<file path="src/common/clock_ctrl_pkg.sv">
// Register map, field layout, reset values and ratio decoding of the clock ratio and module stop block.
// Assumes a 32-bit APB slave with byte addresses and one aligned word per register.
package clock_ctrl_pkg;

  // Register byte addresses
  localparam logic [31:0] FREQ_CTRL_ADDR = 32'hFFFE0010;
  localparam logic [31:0] STBY_CTRL_ADDR = 32'hFFFE0408;

  // Register widths and reset values
  localparam int          FREQ_W           = 16;
  localparam int          STBY_W           = 8;
  localparam logic [15:0] FREQ_RESET       = 16'h0000;
  localparam logic [7:0]  STBY_RESET       = 8'h00;
  localparam logic [15:0] FREQ_WRITE_MASK  = 16'h137F;

  // Frequency control field positions
  localparam int CLK_PIN_CTRL_BIT = 12;
  localparam int PLL_RATIO_LSB    = 8;
  localparam int PLL_RATIO_W      = 2;
  localparam int CORE_DIV_LSB     = 4;
  localparam int RANGE_SEL_BIT    = 3;
  localparam int PERIPH_DIV_LSB   = 0;
  localparam int DIV_CODE_W       = 3;

  // Standby module control field positions
  localparam int PIN_FLOAT_BIT    = 7;
  localparam int MOD_STOP_LSB     = 0;
  localparam int MOD_COUNT        = 7;

  // Module stop bit indices inside the stop field
  localparam int FLASH_IDX        = 0;
  localparam int DAC_IDX          = 1;
  localparam int ADC_IDX          = 2;
  localparam int I2C_IDX          = 3;
  localparam int OUT_ENABLE_IDX   = 4;
  localparam int MAIN_TIMER_IDX   = 5;
  localparam int SECOND_TIMER_IDX = 6;

  // Field encodings
  localparam logic [1:0] PLL_RATIO_X2       = 2'h3;
  localparam logic [2:0] CORE_DIV_X1        = 3'h0;
  localparam logic [2:0] PERIPH_DIV_QUARTER = 3'h3;
  localparam logic [2:0] PLL_FACTOR_X1      = 3'h1;
  localparam logic [2:0] PLL_FACTOR_X2      = 3'h2;

  // Divider counter width and clock rate
  localparam int RATIO_W        = 4;
  localparam int CLK_PERIOD_NS  = 50;

  // Divide code to ratio of reference cycles per tick
  function automatic logic [3:0] divide_ratio(input logic [2:0] code);
    case (code)
      3'h0:    divide_ratio = 4'h1;
      3'h1:    divide_ratio = 4'h2;
      3'h2:    divide_ratio = 4'h3;
      3'h3:    divide_ratio = 4'h4;
      3'h4:    divide_ratio = 4'h6;
      3'h5:    divide_ratio = 4'h8;
      default: divide_ratio = 4'h1;
    endcase
  endfunction

  // PLL ratio code to multiplication factor
  function automatic logic [2:0] pll_factor(input logic [1:0] code);
    pll_factor = (code == PLL_RATIO_X2) ? PLL_FACTOR_X2 : PLL_FACTOR_X1;
  endfunction

endpackage

</file>
<file path="src/common/clock_tick_if.sv">
// Carrier between the control logic and one tick divider: divide code out, tick back.
// Assumes both ends run on the same clock.
interface clock_tick_if;
  logic [2:0] divide_code;
  logic       tick;

  modport control (output divide_code, input tick);
  modport divider (input divide_code, output tick);
endinterface

</file>
<file path="src/rtl/tick_divider.sv">
// Enable pulse divider: one tick every N reference cycles, N decoded from the divide code.
// Assumes the code comes from registers on the same clock.
module tick_divider (
  input wire logic            pclk,
  input wire logic            presetn,
  clock_tick_if.divider       tick_port
);

  logic [clock_ctrl_pkg::RATIO_W-1:0] count;
  logic                               tick_q;

  // Decode and wrap detection
  wire logic [clock_ctrl_pkg::RATIO_W-1:0] ratio      = clock_ctrl_pkg::divide_ratio(tick_port.divide_code);
  wire logic [clock_ctrl_pkg::RATIO_W-1:0] last_count = ratio - 4'h1;
  wire logic                               wrap       = (count >= last_count);

  // Counter; a shrinking ratio wraps at once instead of running past the end
  always_ff @(posedge pclk or negedge presetn) begin
    if (!presetn) begin
      count  <= 4'h0;
      tick_q <= 1'b0;
    end else begin
      count  <= wrap ? 4'h0 : count + 4'h1;
      tick_q <= wrap;
    end
  end

  assign tick_port.tick = tick_q;

endmodule

</file>
<file path="src/rtl/module_clock_gate.sv">
// Per-module clock gating: each stop bit removes the enable and the tick of its module.
// Assumes stop bits and the shared tick come from flops on the same clock.
module module_clock_gate #(
  parameter int N = 7
) (
  input  wire logic [N-1:0] stop,
  input  wire logic         shared_tick,
  output wire logic [N-1:0] clock_enable,
  output wire logic [N-1:0] clock_tick
);

  // One gate per module
  genvar i;
  generate
    for (i = 0; i < N; i++) begin : gate
      assign clock_enable[i] = ~stop[i];
      assign clock_tick[i]   = shared_tick & ~stop[i];
    end
  endgenerate

endmodule

</file>
<file path="src/rtl/clock_ratio_and_module_stop.sv">
// Clock ratio and module stop control: APB register slave, ratio decode, tick dividers and gating.
// Assumes one 20 MHz clock as reference and an APB master with 32-bit data.
// Function
// - Clock pin control bit set holds the external clock pin low.
// - PLL ratio code binary 11 selects multiplication by two.
// - Core divider code 000 runs the core clock at ratio one.
// - Range select zero selects high-frequency mode.
// - Peripheral divider code 011 gives one quarter of the reference rate.
// - Pin float bit zero keeps pin states during software standby.
// - Each stop bit one stops its module clock; zero lets it run.
// - Stop bits 6..0 map second timer, main timer, output enable, I2C, ADC, DAC, flash.
//
// The APB register port is this design's own decision.
module clock_ratio_and_module_stop (
  input  wire logic        pclk,
  input  wire logic        presetn,
  input  wire logic        psel,
  input  wire logic        penable,
  input  wire logic        pwrite,
  input  wire logic [31:0] paddr,
  input  wire logic [31:0] pwdata,
  input  wire logic [3:0]  pstrb,
  output logic      [31:0] prdata,
  output wire logic        pready,
  output wire logic        pslverr,
  input  wire logic        software_standby,
  output logic             external_clock_output_pin,
  output logic      [2:0]  pll_multiplier,
  output logic             high_frequency_mode,
  output wire logic        core_clock_tick,
  output wire logic        peripheral_clock_tick,
  output wire logic [6:0]  module_clock_enable,
  output wire logic [6:0]  module_clock_tick,
  output wire logic        standby_pins_hold,
  output wire logic        standby_pins_float
);

  logic [15:0] frequency_control;
  logic [7:0]  standby_module_control;
  logic        error_q;
  logic        clock_toggle;

  // APB phase and address decode
  wire logic setup_phase  = psel & ~penable;
  wire logic access_phase = psel & penable;
  wire logic hit_freq     = (paddr == clock_ctrl_pkg::FREQ_CTRL_ADDR);
  wire logic hit_stby     = (paddr == clock_ctrl_pkg::STBY_CTRL_ADDR);
  wire logic mapped       = hit_freq | hit_stby;
  wire logic write_freq   = access_phase & pwrite & hit_freq;
  wire logic write_stby   = access_phase & pwrite & hit_stby;

  // Byte-lane merge; reserved frequency bits never store, so they read as zero
  wire logic [15:0] next_frequency_control =
    {pstrb[1] ? pwdata[15:8] : frequency_control[15:8],
     pstrb[0] ? pwdata[7:0]  : frequency_control[7:0]} & clock_ctrl_pkg::FREQ_WRITE_MASK;
  wire logic [7:0]  next_standby_module_control =
    pstrb[0] ? pwdata[7:0] : standby_module_control;

  // Read mux; unmapped addresses read zero
  wire logic [31:0] read_value =
    hit_freq ? {16'h0000, frequency_control} :
    hit_stby ? {24'h000000, standby_module_control} : 32'h00000000;

  // Field extraction
  wire logic       clock_pin_output_control = frequency_control[clock_ctrl_pkg::CLK_PIN_CTRL_BIT];
  wire logic [1:0] pll_ratio_select         =
    {frequency_control[clock_ctrl_pkg::PLL_RATIO_LSB+1], frequency_control[clock_ctrl_pkg::PLL_RATIO_LSB]};
  wire logic       pll_ratio_select_hi      = pll_ratio_select[1];
  wire logic       pll_ratio_select_lo      = pll_ratio_select[0];
  wire logic [2:0] core_clock_divider       =
    frequency_control[clock_ctrl_pkg::CORE_DIV_LSB +: clock_ctrl_pkg::DIV_CODE_W];
  wire logic       frequency_range_select   = frequency_control[clock_ctrl_pkg::RANGE_SEL_BIT];
  wire logic [2:0] peripheral_clock_divider =
    frequency_control[clock_ctrl_pkg::PERIPH_DIV_LSB +: clock_ctrl_pkg::DIV_CODE_W];
  wire logic       standby_pin_float        = standby_module_control[clock_ctrl_pkg::PIN_FLOAT_BIT];
  wire logic [6:0] module_stop              =
    standby_module_control[clock_ctrl_pkg::MOD_STOP_LSB +: clock_ctrl_pkg::MOD_COUNT];

  // Named stop bits, kept for readability of the mapping
  wire logic flash_stop              = module_stop[clock_ctrl_pkg::FLASH_IDX];
  wire logic dac_stop                = module_stop[clock_ctrl_pkg::DAC_IDX];
  wire logic adc_stop                = module_stop[clock_ctrl_pkg::ADC_IDX];
  wire logic i2c_controller_stop     = module_stop[clock_ctrl_pkg::I2C_IDX];
  wire logic output_enable_unit_stop = module_stop[clock_ctrl_pkg::OUT_ENABLE_IDX];
  wire logic main_timer_stop         = module_stop[clock_ctrl_pkg::MAIN_TIMER_IDX];
  wire logic second_timer_stop       = module_stop[clock_ctrl_pkg::SECOND_TIMER_IDX];

  // Stop vector rebuilt from the named bits in documented order
  wire logic [6:0] gate_stop = {second_timer_stop, main_timer_stop, output_enable_unit_stop,
                                i2c_controller_stop, adc_stop, dac_stop, flash_stop};

  // Register storage; zero-wait slave, so a write lands at the first access edge
  always_ff @(posedge pclk or negedge presetn) begin
    if (!presetn) begin
      frequency_control <= clock_ctrl_pkg::FREQ_RESET;
    end else if (write_freq) begin
      frequency_control <= next_frequency_control;
    end
  end

  // Standby register storage
  always_ff @(posedge pclk or negedge presetn) begin
    if (!presetn) begin
      standby_module_control <= clock_ctrl_pkg::STBY_RESET;
    end else if (write_stby) begin
      standby_module_control <= next_standby_module_control;
    end
  end

  // Read data and error captured in the setup cycle so they come from flops
  always_ff @(posedge pclk or negedge presetn) begin
    if (!presetn) begin
      prdata  <= 32'h00000000;
      error_q <= 1'b0;
    end else if (setup_phase) begin
      prdata  <= pwrite ? 32'h00000000 : read_value;
      error_q <= ~mapped;
    end
  end

  assign pready  = 1'b1;
  assign pslverr = access_phase & error_q;

  // Mode outputs decoded from the registers, one cycle behind a write
  always_ff @(posedge pclk or negedge presetn) begin
    if (!presetn) begin
      pll_multiplier      <= clock_ctrl_pkg::PLL_FACTOR_X1;
      high_frequency_mode <= 1'b0;
    end else begin
      pll_multiplier      <= clock_ctrl_pkg::pll_factor({pll_ratio_select_hi, pll_ratio_select_lo});
      high_frequency_mode <= ~frequency_range_select;
    end
  end

  // Tick dividers for core and peripheral clocks
  clock_tick_if core_tick_bus ();
  clock_tick_if periph_tick_bus ();

  assign core_tick_bus.divide_code   = core_clock_divider;
  assign periph_tick_bus.divide_code = peripheral_clock_divider;

  tick_divider core_divider (
    .pclk      (pclk),
    .presetn   (presetn),
    .tick_port (core_tick_bus)
  );

  tick_divider periph_divider (
    .pclk      (pclk),
    .presetn   (presetn),
    .tick_port (periph_tick_bus)
  );

  assign core_clock_tick       = core_tick_bus.tick;
  assign peripheral_clock_tick = periph_tick_bus.tick;

  // External clock pin: toggles on every core tick, so runs at half the core tick rate, held low when disabled
  always_ff @(posedge pclk or negedge presetn) begin
    if (!presetn) begin
      clock_toggle              <= 1'b0;
      external_clock_output_pin <= 1'b0;
    end else begin
      clock_toggle              <= core_clock_tick ? ~clock_toggle : clock_toggle;
      external_clock_output_pin <= clock_pin_output_control ? 1'b0 : clock_toggle;
    end
  end

  // Per-module gating of the peripheral tick
  module_clock_gate #(
    .N (clock_ctrl_pkg::MOD_COUNT)
  ) gating (
    .stop         (gate_stop),
    .shared_tick  (peripheral_clock_tick),
    .clock_enable (module_clock_enable),
    .clock_tick   (module_clock_tick)
  );

  // Standby pin behaviour; float only when asked, otherwise pins hold
  assign standby_pins_hold  = software_standby & ~standby_pin_float;
  assign standby_pins_float = software_standby & standby_pin_float;
endmodule

</file>
<file path="config.mk">
export PLATFORM = sky130hd
export DESIGN_NAME = clock_ratio_and_module_stop
export DESIGN_NICKNAME = d
export VERILOG_FILES = /design/src/common/clock_ctrl_pkg.sv /design/src/common/clock_tick_if.sv /design/src/rtl/tick_divider.sv /design/src/rtl/module_clock_gate.sv /design/src/rtl/clock_ratio_and_module_stop.sv
export SDC_FILE = /design/constraint.sdc
export NUM_CORES = 1
export LEC_CHECK = 0
export BUFFER_PORTS_ARGS = -buffer_cell sky130_fd_sc_hd__buf_2
export CAP_MARGIN = 20
export CORE_MARGIN = 2
export CORE_UTILIZATION = 35
export CTS_CLUSTER_DIAMETER = 60
export DETAILED_ROUTE_END_ITERATION = 12
export GPL_ROUTABILITY_DRIVEN = 1
export SLEW_MARGIN = 20
export SYNTH_ARGS = -nofsm -noshare
export SYNTH_HDL_FRONTEND = slang
export SYNTH_SLANG_ARGS = --single-unit
</file>
<file path="constraint.sdc">
create_clock -name pclk -period 3.7 [get_ports pclk]
set_input_delay 0.185 -clock pclk [delete_from_list [all_inputs] [get_ports pclk]]
set_output_delay 0.185 -clock pclk [all_outputs]
set_load 0.05 [all_outputs]
</file>
==> qor.yml, run 1 <==
outcome: "finished clean"
crit_path_leading_delay_family: "simple AND/OR/NAND/NOR gates"
via_count_of_the_first_global_routing_pass: 1838
tritoncts: "yes"
fillCellCount: 678
clk_pin_slew_worst_paths_ps: 90
n_antenna_cell: 0
intPower_uw: 650
initial_utilization_pct: 36.1
hold_fix_buffers_cts: 0
grt_antenna_before_repair: 0
power.share.switching_pct: 26.8
setup.worst_path.end_class: "flip-flop"
final.min_clock_period_ps: 2230
max_freq_mhz: 449
crit_slowest_cell: "sky130_fd_sc_hd__nor4_4"
syn-mean-instance-area_um2: 11.2
final.setup_skew_ps: 7.15
wire_length_of_the_first_global_routing_pass_mm: 8.49
timing.setup.tns_ps: 0
hold_viol_final: 0
unrepaired_setup_endpoints_after_global_routing: "no"
cts_inserted_buffers: 5
timing.slew.headroom_pct: 52.1
layout.core_utilization_pct: 43.9
grt.total_usage_pct: 14.5
synthesis.yosys.warnings: 0
syn-cell-area_um2: 2450
worst_ep_required_time_ps: 3880
cts.sinks: 45
edff_count_synth: 0
post_drt_wl_per_cell_um: 13.0
finalPower_uw: 887
route.detailed.vias_per_inst: 4.67
design.final.nets: 393
period_share_pct: 60.2
grt_remaining_overflow: 0
drive_gt1_share_pct: 37.7
critical_path_arrival_ps: 2410
power_frac_seq_pct: 55.6
detailroute.via_count: 1885
ctsRootBufferMaster: "sky130_fd_sc_hd__clkbuf_8"
critPathKind: "primary input to flip-flop"
startpoint_type: "primary input"
cts_setup_buffers: 0
switchingPower_uw: 237
max_vdd_drop_mv: 0.112
tightestPinTransition_ps: 713
cp-startpoint: "paddr[2]"
maxCapViolations: 0
leakagePower_nw: 1.47
final_common_cell: "sky130_fd_sc_hd__buf_2"
netlist_instances: 219
antenna_left: 0
timing.critical_path.cells: "buf_2 -> or3b_1 -> or4_1 -> nor4_4 -> mux2_2"
fp.dieW_um: 87.7
cts.repair.resized: 0
num_io_pins: 131
placement_rows: 30
pwr-share-comb_pct: 11.9
max_stage_delay_ps: 720
cts-htree-levels: 2
post-route-drc-count: 0
drtIter0Drc: 67
placeableCoreArea_um2: 6790
rr_startpoint: "frequency_control[5]"
most_frequent_cells_in_the_layout: "sky130_fd_sc_hd__buf_2, sky130_fd_sc_hd__dfrtp_1, sky130_fd_sc_hd__conb_1, sky130_fd_sc_hd__inv_1, sky130_fd_sc_hd__mux2_2"
hold_path_class: "primary input to flip-flop"
max-clock-path-buffers: 2
areaGrowthSynthToFinish_pct: 21.7
async_reset_ff_share_pct: 100
critical_path.max_fanout: 8
synth.distinct_cells: 37
synth.yosys.seq_area_share_pct: 46.0
synthesized_flop_and_latch_total: 45
die_height_um: 87.7
post-dp-hpwl_mm: 3.97
floorplan.die_area_um2: 7690
holdCritStartpoint: "pwdata[7]"
setup_viol: 0
maximum_number_of_pins_on_one_net_before_global_route_repair: 46
port_buffers: 84
first_pass_iters: 4
final-max-slew-violation-count: 0
clkLatencyLatePin_ps: 300
totalWireLength_mm: 5.27
place.gp.congestion: 0.700
yosys_most_used_dff: "sky130_fd_sc_hd__dfrtp_1"
clkPwrFrac_pct: 32.5
critPathBufInv: 1
powerDensity_nw_per_um2: 297
==> logic make-up after synthesis <==
kind of cell             synth area share [%]
buffers and inverters                    10.4
AO/OA/AOI/OAI                            10.5
XOR/XNOR                                 1.79
other                                   0.306
multiplexers                             8.68
adder cells (fa/ha/maj)                  6.13
AND/OR/NAND/NOR                          16.2
flip-flops                               46.0
==> final timing paths <==
| path | end | slack (ps) | cells after the start |
|---|---|---|---|
| max reg2reg | core_divider.count[0] | 1490 | 9 |
| max in group asynchronous | pll_multiplier[0] | 2880 | 2 |
| min reg2reg | external_clock_output_pin | 450 | 1 |
| max | standby_module_control[3] | 1470 | 5 |
| min in group asynchronous | standby_module_control[0] | 420 | 2 |
| min | standby_module_control[7] | 110 | 2 |
==> routing by layer <==
metal,vias to the layer above,part of all wire [%],global-route usage (%)
met1,884,43,17.2
li1,910,-,-
met2,85,48,25.7
met5,-,0,0
met4,0,1.6,5.45
met3,6,7.4,3.11
==> worst register-to-register path: cells and delay by family, from the launching register on <==
family | cells | cell delay (ps)
AOI/OAI and AO/OA | 4 | 680
DFF | 1 | 460
and+or+nand+nor | 2 | 270
buffers and inverters | 1 | 90
adders and majority gates | 2 | 600
==> cell usage after synthesis, drive strengths merged (2+ instances only) <==
| cell | instances | area (um2) |
|---|---|---|
| nand2 | 6 | 22.5 |
| xor2 | 3 | 26.3 |
| nor2b | 10 | 62.6 |
| buf | 24 | 180 |
| and3 | 2 | 12.5 |
| nand2b | 3 | 18.8 |
| clkbuf | 2 | 7.51 |
| a221o | 7 | 70.1 |
| ha | 12 | 150 |
| a22o | 4 | 35.0 |
| nor2 | 7 | 26.3 |
| o21ai | 4 | 20.0 |
| mux2 | 18 | 203 |
| xnor2 | 2 | 17.5 |
| nor4 | 6 | 95.1 |
| nand4 | 5 | 31.3 |
| nand3 | 2 | 10.0 |
| inv | 18 | 67.6 |
| dfrtp | 44 | 1100 |
| conb | 2 | 7.51 |
| a211oi | 9 | 67.6 |
| nor3 | 2 | 10.0 |
| a21oi | 4 | 20.0 |
| a21o | 6 | 45.0 |
| and2 | 8 | 50.1 |
==> state kept, by name, indices dropped and copies added (netlist names), 2 cells and up <==
signal                  count
core_divider.count          4
frequency_control          10
periph_divider.count        4
pll_multiplier              2
prdata                     11
standby_module_control      8
==> stage by stage <==
step	worst slack (ps)	cells	hold WS, ps	instance area (um2)
floorplan	1650	240	-111	2530
global placement	1150	395	417	2890
detailed placement	1130	395	421	2890
CTS	1440	403	96.1	2970
global route	1250	404	111	2980
finish	1470	404	111	2980
==> area by class of cell <==
class / instances / area [um2] / share of cell area, %
Tap cell: 96 / 120 / 4.03
Multi-Input combinational cell: 151 / 1150 / 38.4
Timing Repair Buffer: 86 / 440 / 14.8
Clock inverter: 1 / 5.00 / 0.168
Inverter: 18 / 67.6 / 2.26
Sequential cell: 45 / 1130 / 37.8
Clock buffer: 7 / 76.3 / 2.56
==> power groups by stage <==
stage / Sequential (mW) / Clock, mW / Combinational, mW
2_1_floorplan: 0.503 / 0 / 0.0834
3_3_place_gp: 0.503 / 0 / 0.104
3_5_place_dp: 0.503 / 0 / 0.105
4_1_cts: 0.493 / 0.303 / 0.105
5_1_grt: 0.494 / 0.319 / 0.115
6_report: 0.493 / 0.289 / 0.105
(Power assumes the default switching activity.)
==> inputs of run 2 (changes only) <==
PLACE_DENSITY = 0.67   (was unset)
clock period = 1.8 ns   (was 3.7 ns; I/O delays follow)
==> qor.yml, run 2 (synthesized netlist as in run 1, its figures left out) <==
via_count_of_the_first_global_routing_pass: 1730  # -5.9%
final-max-slew-violation-count: 0  # unchanged
critical_path.max_fanout: 5  # -3
post-dp-hpwl_mm: 4.07  # +2.5%
timing.setup.tns_ps: -1270  # -1270 ps
unrepaired_setup_endpoints_after_global_routing: "yes"
first_pass_iters: 4  # unchanged
num_io_pins: 131  # unchanged
placedCellCount: 411  # +4.1%
worst_setup_path_endpoint: "core_divider.tick_port.tick"
totalWireLength_mm: 5.54  # +5.1%
intPower_mw: 1.48  # +130%
layout.core_utilization_pct: 48.7  # +4.8 points
leakagePower_nw: 1.61  # +9.5%
wire_length_of_the_first_global_routing_pass_mm: 8.42  # -0.88%
finalPower_mw: 2.01  # +130%
place.gp.congestion: 0.707  # +0.97%
areaGrowthSynthToFinish_pct: 34.9
finish.cell_count_without_fillers: 423  # +4.7%
power_frac_seq_pct: 50.4  # -5.2 points
hold_viol_final: 0  # unchanged
port_buffers: 84  # unchanged
rr_endpoint: "core_divider.tick_port.tick"
die_height_um: 87.7  # unchanged
setup.worst_path.end_class: "flip-flop"
worst_ep_required_time_ps: 1980  # -1900 ps
n_antenna_cell: 0  # unchanged
power.share.switching_pct: 26.2  # -0.59 points
grt_remaining_overflow: 0  # unchanged
holdCritStartpoint: "pwdata[7]"
rr_startpoint: "frequency_control[5]"
maximum_number_of_pins_on_one_net_before_global_route_repair: 46  # unchanged
clk_pin_slew_worst_paths_ps: 90  # about the same
powerDensity_nw_per_um2: 608  # +100%
max_freq_mhz: 499
final_common_cell: "sky130_fd_sc_hd__buf_2"
clkLatencyLatePin_ps: 290  # about the same
detailroute.via_count: 1952  # +3.6%
postLayoutSetupSlackWorst_ps: -204  # -1680 ps
ctsRootBufferMaster: "sky130_fd_sc_hd__clkbuf_8"
placeableCoreArea_um2: 6790  # unchanged
period_share_pct: 111
rr_worst_depth: 9  # unchanged
violations: "negative setup slack"
startpoint_type: "flip-flop"
critPathKind: "flip-flop to flip-flop"
placement_rows: 30  # unchanged
setup_viol: 10  # +10
cp-startpoint: "frequency_control[5]"
largest_register_ffs: 11  # unchanged
cts-htree-levels: 2  # unchanged
antenna_left: 0  # unchanged
cts.sinks: 45  # unchanged
initial_utilization_pct: 36.1  # unchanged
drive_gt1_share_pct: 48.0  # +10 points
max-clock-path-buffers: 2  # unchanged
grt.total_usage_pct: 14.0  # -0.49 points
fp.dieW_um: 87.7  # unchanged
design.final.nets: 412  # +4.8%
route.detailed.vias_per_inst: 4.61  # -1.1%
drtIter0Drc: 54  # -19%
critical_path_arrival_ps: 2190  # -220 ps
registers.top_by_ff_count: "prdata"
hold_path_class: "primary input to flip-flop"
most_frequent_cells_in_the_layout: "sky130_fd_sc_hd__buf_2, sky130_fd_sc_hd__dfrtp_1, sky130_fd_sc_hd__conb_1, sky130_fd_sc_hd__buf_4, sky130_fd_sc_hd__inv_1"
final.setup_skew_ps: 6.58  # -0.568 ps
cts_inserted_buffers: 5  # unchanged
post-route-drc-count: 0  # unchanged
max_vdd_drop_mv: 0.433  # +280%
post_drt_wl_per_cell_um: 13.1  # +0.40%
pwr-share-comb_pct: 11.2  # -0.7 points
final.min_clock_period_ps: 2000
tritoncts: "yes"
grt_antenna_before_repair: 0  # unchanged
maxCapViolations: 0  # unchanged
biggestRegsByFlops: "prdata x11, frequency_control x10, standby_module_control x8"
floorplan.die_area_um2: 7690  # unchanged
clkPwrFrac_pct: 38.4  # +5.9 points
switchingPower_uw: 526  # +120%
outcome: "complete, but fails checks"
timing.reg2reg.setup_slack_ps: -200  # -1690 ps
==> run 2: changes by cell type in the layout (fill, tap and decap cells not counted), sizes merged <==
cell      before  now
clkinvlp       0    1
bufinv         0    1
clkbuf         7    5
buf           85  104
==> run 2: how the worst min path moves through the flow <==
stage / to / cells past startpoint
after floorplan: clock_toggle / 0
final: standby_module_control[7] / 2
after detailed placement: periph_divider.count[2] / 2
after global routing: standby_module_control[7] / 2
after CTS: frequency_control[8] / 2
after global placement: periph_divider.count[2] / 2
==> run 2: power by group through the flow <==
stage | clock [mW] | combinational (mW) | sequential (mW)
final | 0.772 | 0.224 | 1.01
after global placement | 0 | 0.223 | 1.03
after CTS | 0.797 | 0.226 | 1.01
after global routing | 0.839 | 0.242 | 1.01
after floorplan | 0 | 0.172 | 1.03
after detailed placement | 0 | 0.224 | 1.03
==> run 2: stage by stage <==
step / hold WS, ps / instance area, um2 / setup slack, ps
CTS: 13.3 / 3240 / -197
detailed placement: 90.2 / 3070 / -187
floorplan: -206 / 2560 / -79.1
global route: 3.26 / 3310 / -300
finish: 21.4 / 3310 / -204
global placement: 91.1 / 3070 / -156
==> run 2: final cells by class <==
class | instances | area (um2)
clock buffers | 5 | 68.8
clock inverters | 3 | 46.3
fillers | 637 | 3490
inverters | 18 | 67.6
multi-input cells | 151 | 1270
flip-flops and latches | 45 | 1130
well taps | 96 | 120
repair buffers | 105 | 606
==> run 2: per-layer routing <==
metal  GRT usage (%)  wire [um]  vias up
li1                -          -      945
met1            19.9       2510      944
met2            21.7       2720       58
met3            3.68        276        5
met4            2.94         34        0
met5               0          0        -
==> run 2: critical path: stages, from the launching register on <==
cell and delay [ps]:
sky130_fd_sc_hd__dfrtp_1 400, sky130_fd_sc_hd__inv_2 80, sky130_fd_sc_hd__ha_4 200, sky130_fd_sc_hd__nor2b_4 120, sky130_fd_sc_hd__nor3_2 160, sky130_fd_sc_hd__a21oi_2 60, sky130_fd_sc_hd__ha_1 280, sky130_fd_sc_hd__a21o_1 180
sky130_fd_sc_hd__a21o_4 230, sky130_fd_sc_hd__a21o_1 180
==> run 2: what timing repair did <==
action	4_1_cts	5_1_grt
endpoints found under the setup margin	10	10
hold buffers	1	0
gates resized for setup	7	12
gates cloned	0	0
pin swaps	2	4
setup buffers	2	1
hold endpoints to repair	44	0
==> inputs of run 3 (changes only) <==
CORE_ASPECT_RATIO = 1.2   (was unset)
==> qor.yml, run 3 (synthesized netlist as in run 1, its figures left out) <==
hold_path_class: "primary input to flip-flop"
violations: "negative setup slack"
grt_antenna_before_repair: 0  # unchanged
outcome: "complete, but fails checks"
fp.dieW_um: 80.4  # -8.3%
clkLatencyLatePin_ps: 290  # about the same
clkPwrFrac_pct: 38.8  # +0.4 points
rr_worst_depth: 9  # unchanged
largest_register_ffs: 11  # unchanged
max_vdd_drop_mv: 0.554  # +28%
hold_end: "frequency_control[12]"
final_common_cell: "sky130_fd_sc_hd__buf_2"
hold_viol_final: 0  # unchanged
die_height_um: 95.7  # +9.1%
num_io_pins: 131  # unchanged
worst_ep_required_time_ps: 2000  # +20 ps
biggestRegsByFlops: "prdata x11, frequency_control x10, standby_module_control x8"
most_frequent_cells_in_the_layout: "sky130_fd_sc_hd__buf_2, sky130_fd_sc_hd__dfrtp_1, sky130_fd_sc_hd__conb_1, sky130_fd_sc_hd__inv_1, sky130_fd_sc_hd__buf_4"
post-route-drc-count: 0  # unchanged
powerDensity_nw_per_um2: 615  # +1.2%
route.detailed.vias_per_inst: 4.66  # +0.97%
clk_pin_slew_worst_paths_ps: 90  # about the same
cts-htree-levels: 2  # unchanged
startpoint_type: "flip-flop"
finalPower_mw: 2.02  # +0.51%
intPower_mw: 1.52  # +2.5%
rr_endpoint: "core_divider.count[1]"
place.gp.congestion: 0.838  # +19%
totalWireLength_mm: 5.57  # +0.54%
timing.reg2reg.setup_slack_ps: -160  # +50 ps
pwr-share-comb_pct: 11.0  # -0.2 points
floorplan.die_area_um2: 7690  # about the same
postLayoutSetupSlackWorst_ps: -158  # +46.3 ps
timing.critical_path.cells: "inv_2 -> ha_4 -> nor2b_4 -> nor3_2 -> a21oi_2 -> ha_1 -> a21o_1 -> a21o_4 -> a211oi_2"
placement.cell_area_um2: 3060  # -0.20%
cts_inserted_buffers: 5  # unchanged
port_buffers: 84  # unchanged
switchingPower_uw: 499  # -5.1%
cp-startpoint: "frequency_control[5]"
critical_path_arrival_ps: 2160  # -30 ps
first_pass_iters: 4  # unchanged
rr_startpoint: "frequency_control[5]"
areaGrowthSynthToFinish_pct: 34.0
final_design_area_no_fill_um2: 3280  # -0.68%
max_stage_delay_ps: 400  # about the same
grt.total_usage_pct: 14.5  # +0.49 points
final-max-slew-violation-count: 0  # unchanged
tritoncts: "yes"
placeableCoreArea_um2: 6810  # +0.28%
unrepaired_setup_endpoints_after_global_routing: "yes"
via_count_of_the_first_global_routing_pass: 1868  # +8.0%
maxCapViolations: 0  # unchanged
holdCritStartpoint: "pwdata[12]"
placement_rows: 33  # +10%
max-clock-path-buffers: 2  # unchanged
final.setup_skew_ps: 9.78  # +3.19 ps
drive_gt1_share_pct: 46.9  # -1.1 points
registers.top_by_ff_count: "prdata"
detailroute.via_count: 1915  # -1.9%
min_delay_path_depth: 2  # unchanged
period_share_pct: 109  # -2.6 points
n_antenna_cell: 0  # unchanged
ctsRootBufferMaster: "sky130_fd_sc_hd__clkbuf_8"
cts.sinks: 45  # unchanged
final.min_clock_period_ps: 1960  # -46.3 ps
post-dp-hpwl_mm: 4.20  # +3.3%
drtIter0Drc: 58  # +7.4%
setup.worst_path.end_class: "flip-flop"
timing.setup.tns_ps: -974  # +293 ps
design.final.nets: 409  # -0.73%
antenna_left: 0  # unchanged
setup_viol: 10  # unchanged
dp_slack_ps: -173  # +13.8 ps
grt_remaining_overflow: 0  # unchanged
initial_utilization_pct: 36.0  # -0.099 points
critical_path.max_fanout: 5  # unchanged
max_freq_mhz: 511  # +2.4%
wire_length_of_the_first_global_routing_pass_mm: 8.67  # +2.9%
post_drt_wl_per_cell_um: 13.5  # +3.5%
critPathKind: "flip-flop to flip-flop"
power.share.switching_pct: 24.7  # -1.5 points
crit_slowest_cell: "sky130_fd_sc_hd__dfrtp_1"
leakagePower_nw: 1.60  # -0.45%
power_frac_seq_pct: 50.2  # -0.2 points
maximum_number_of_pins_on_one_net_before_global_route_repair: 29  # -37%
-- run 3: area by class of cell --
type,instances,area [um2]
clock buffers,7,86.3
clock inverters,1,30.0
fillers,653,3530
inverters,18,67.6
multi-input cells,151,1270
flip-flops and latches,45,1130
well taps,87,109
repair buffers,102,596
-- run 3: power by group through the flow --
stage	Clock, mW	Combinational [mW]	Sequential [mW]
after global routing	0.867	0.242	1.01
final	0.784	0.223	1.01
after floorplan	0	0.172	1.03
after global placement	0	0.221	1.03
after detailed placement	0	0.223	1.03
after CTS	0.805	0.225	1.01
-- run 3: through the flow --
stage / utilization [%] / instances / hold slack (ps)
2_1_floorplan: - / 240 / -206
3_3_place_gp: 44.9 / 401 / 50.5
3_5_place_dp: 44.9 / 401 / 61.1
4_1_cts: 47.3 / 410 / 20.5
5_1_grt: 48.2 / 411 / 18.0
6_report: 48.2 / 411 / 26.5
-- run 3: layer usage --
metal	GRT usage [%]	vias up	part of all wire [%]
met5	0	-	0
met4	3.53	0	0.31
met3	3.60	2	4.6
met2	23.7	41	53
met1	19.4	937	42
li1	-	935	-
-- run 3: how the worst max path moves through the flow --
| stage | endpoint | slack [ps] |
|---|---|---|
| 2_1_floorplan | core_divider.tick_port.tick | -80 |
| 6_report | core_divider.count[1] | -160 |
| 5_1_grt | core_divider.count[1] | -250 |
| 4_1_cts | core_divider.count[0] | -150 |
| 3_3_place_gp | frequency_control[9] | -180 |
| 3_5_place_dp | frequency_control[8] | -170 |
-- run 3: worst max-delay path, delay by kind of cell (launching register included) --
| family | cells | cell delay, ps |
|---|---|---|
| AOI/OAI and AO/OA | 4 | 660 |
| adders and majority gates | 2 | 480 |
| DFF | 1 | 400 |
| and+or+nand+nor | 2 | 260 |
| buffers and inverters | 1 | 80 |
-- run 3: repair_timing --
item                       in CTS  in global routing
setup endpoints to repair      10                 10
hold endpoints to repair       17                  0
pin swaps                       1                  1
gates resized for setup         6                 12
setup buffers                   0                  1
hold buffers                    1                  0
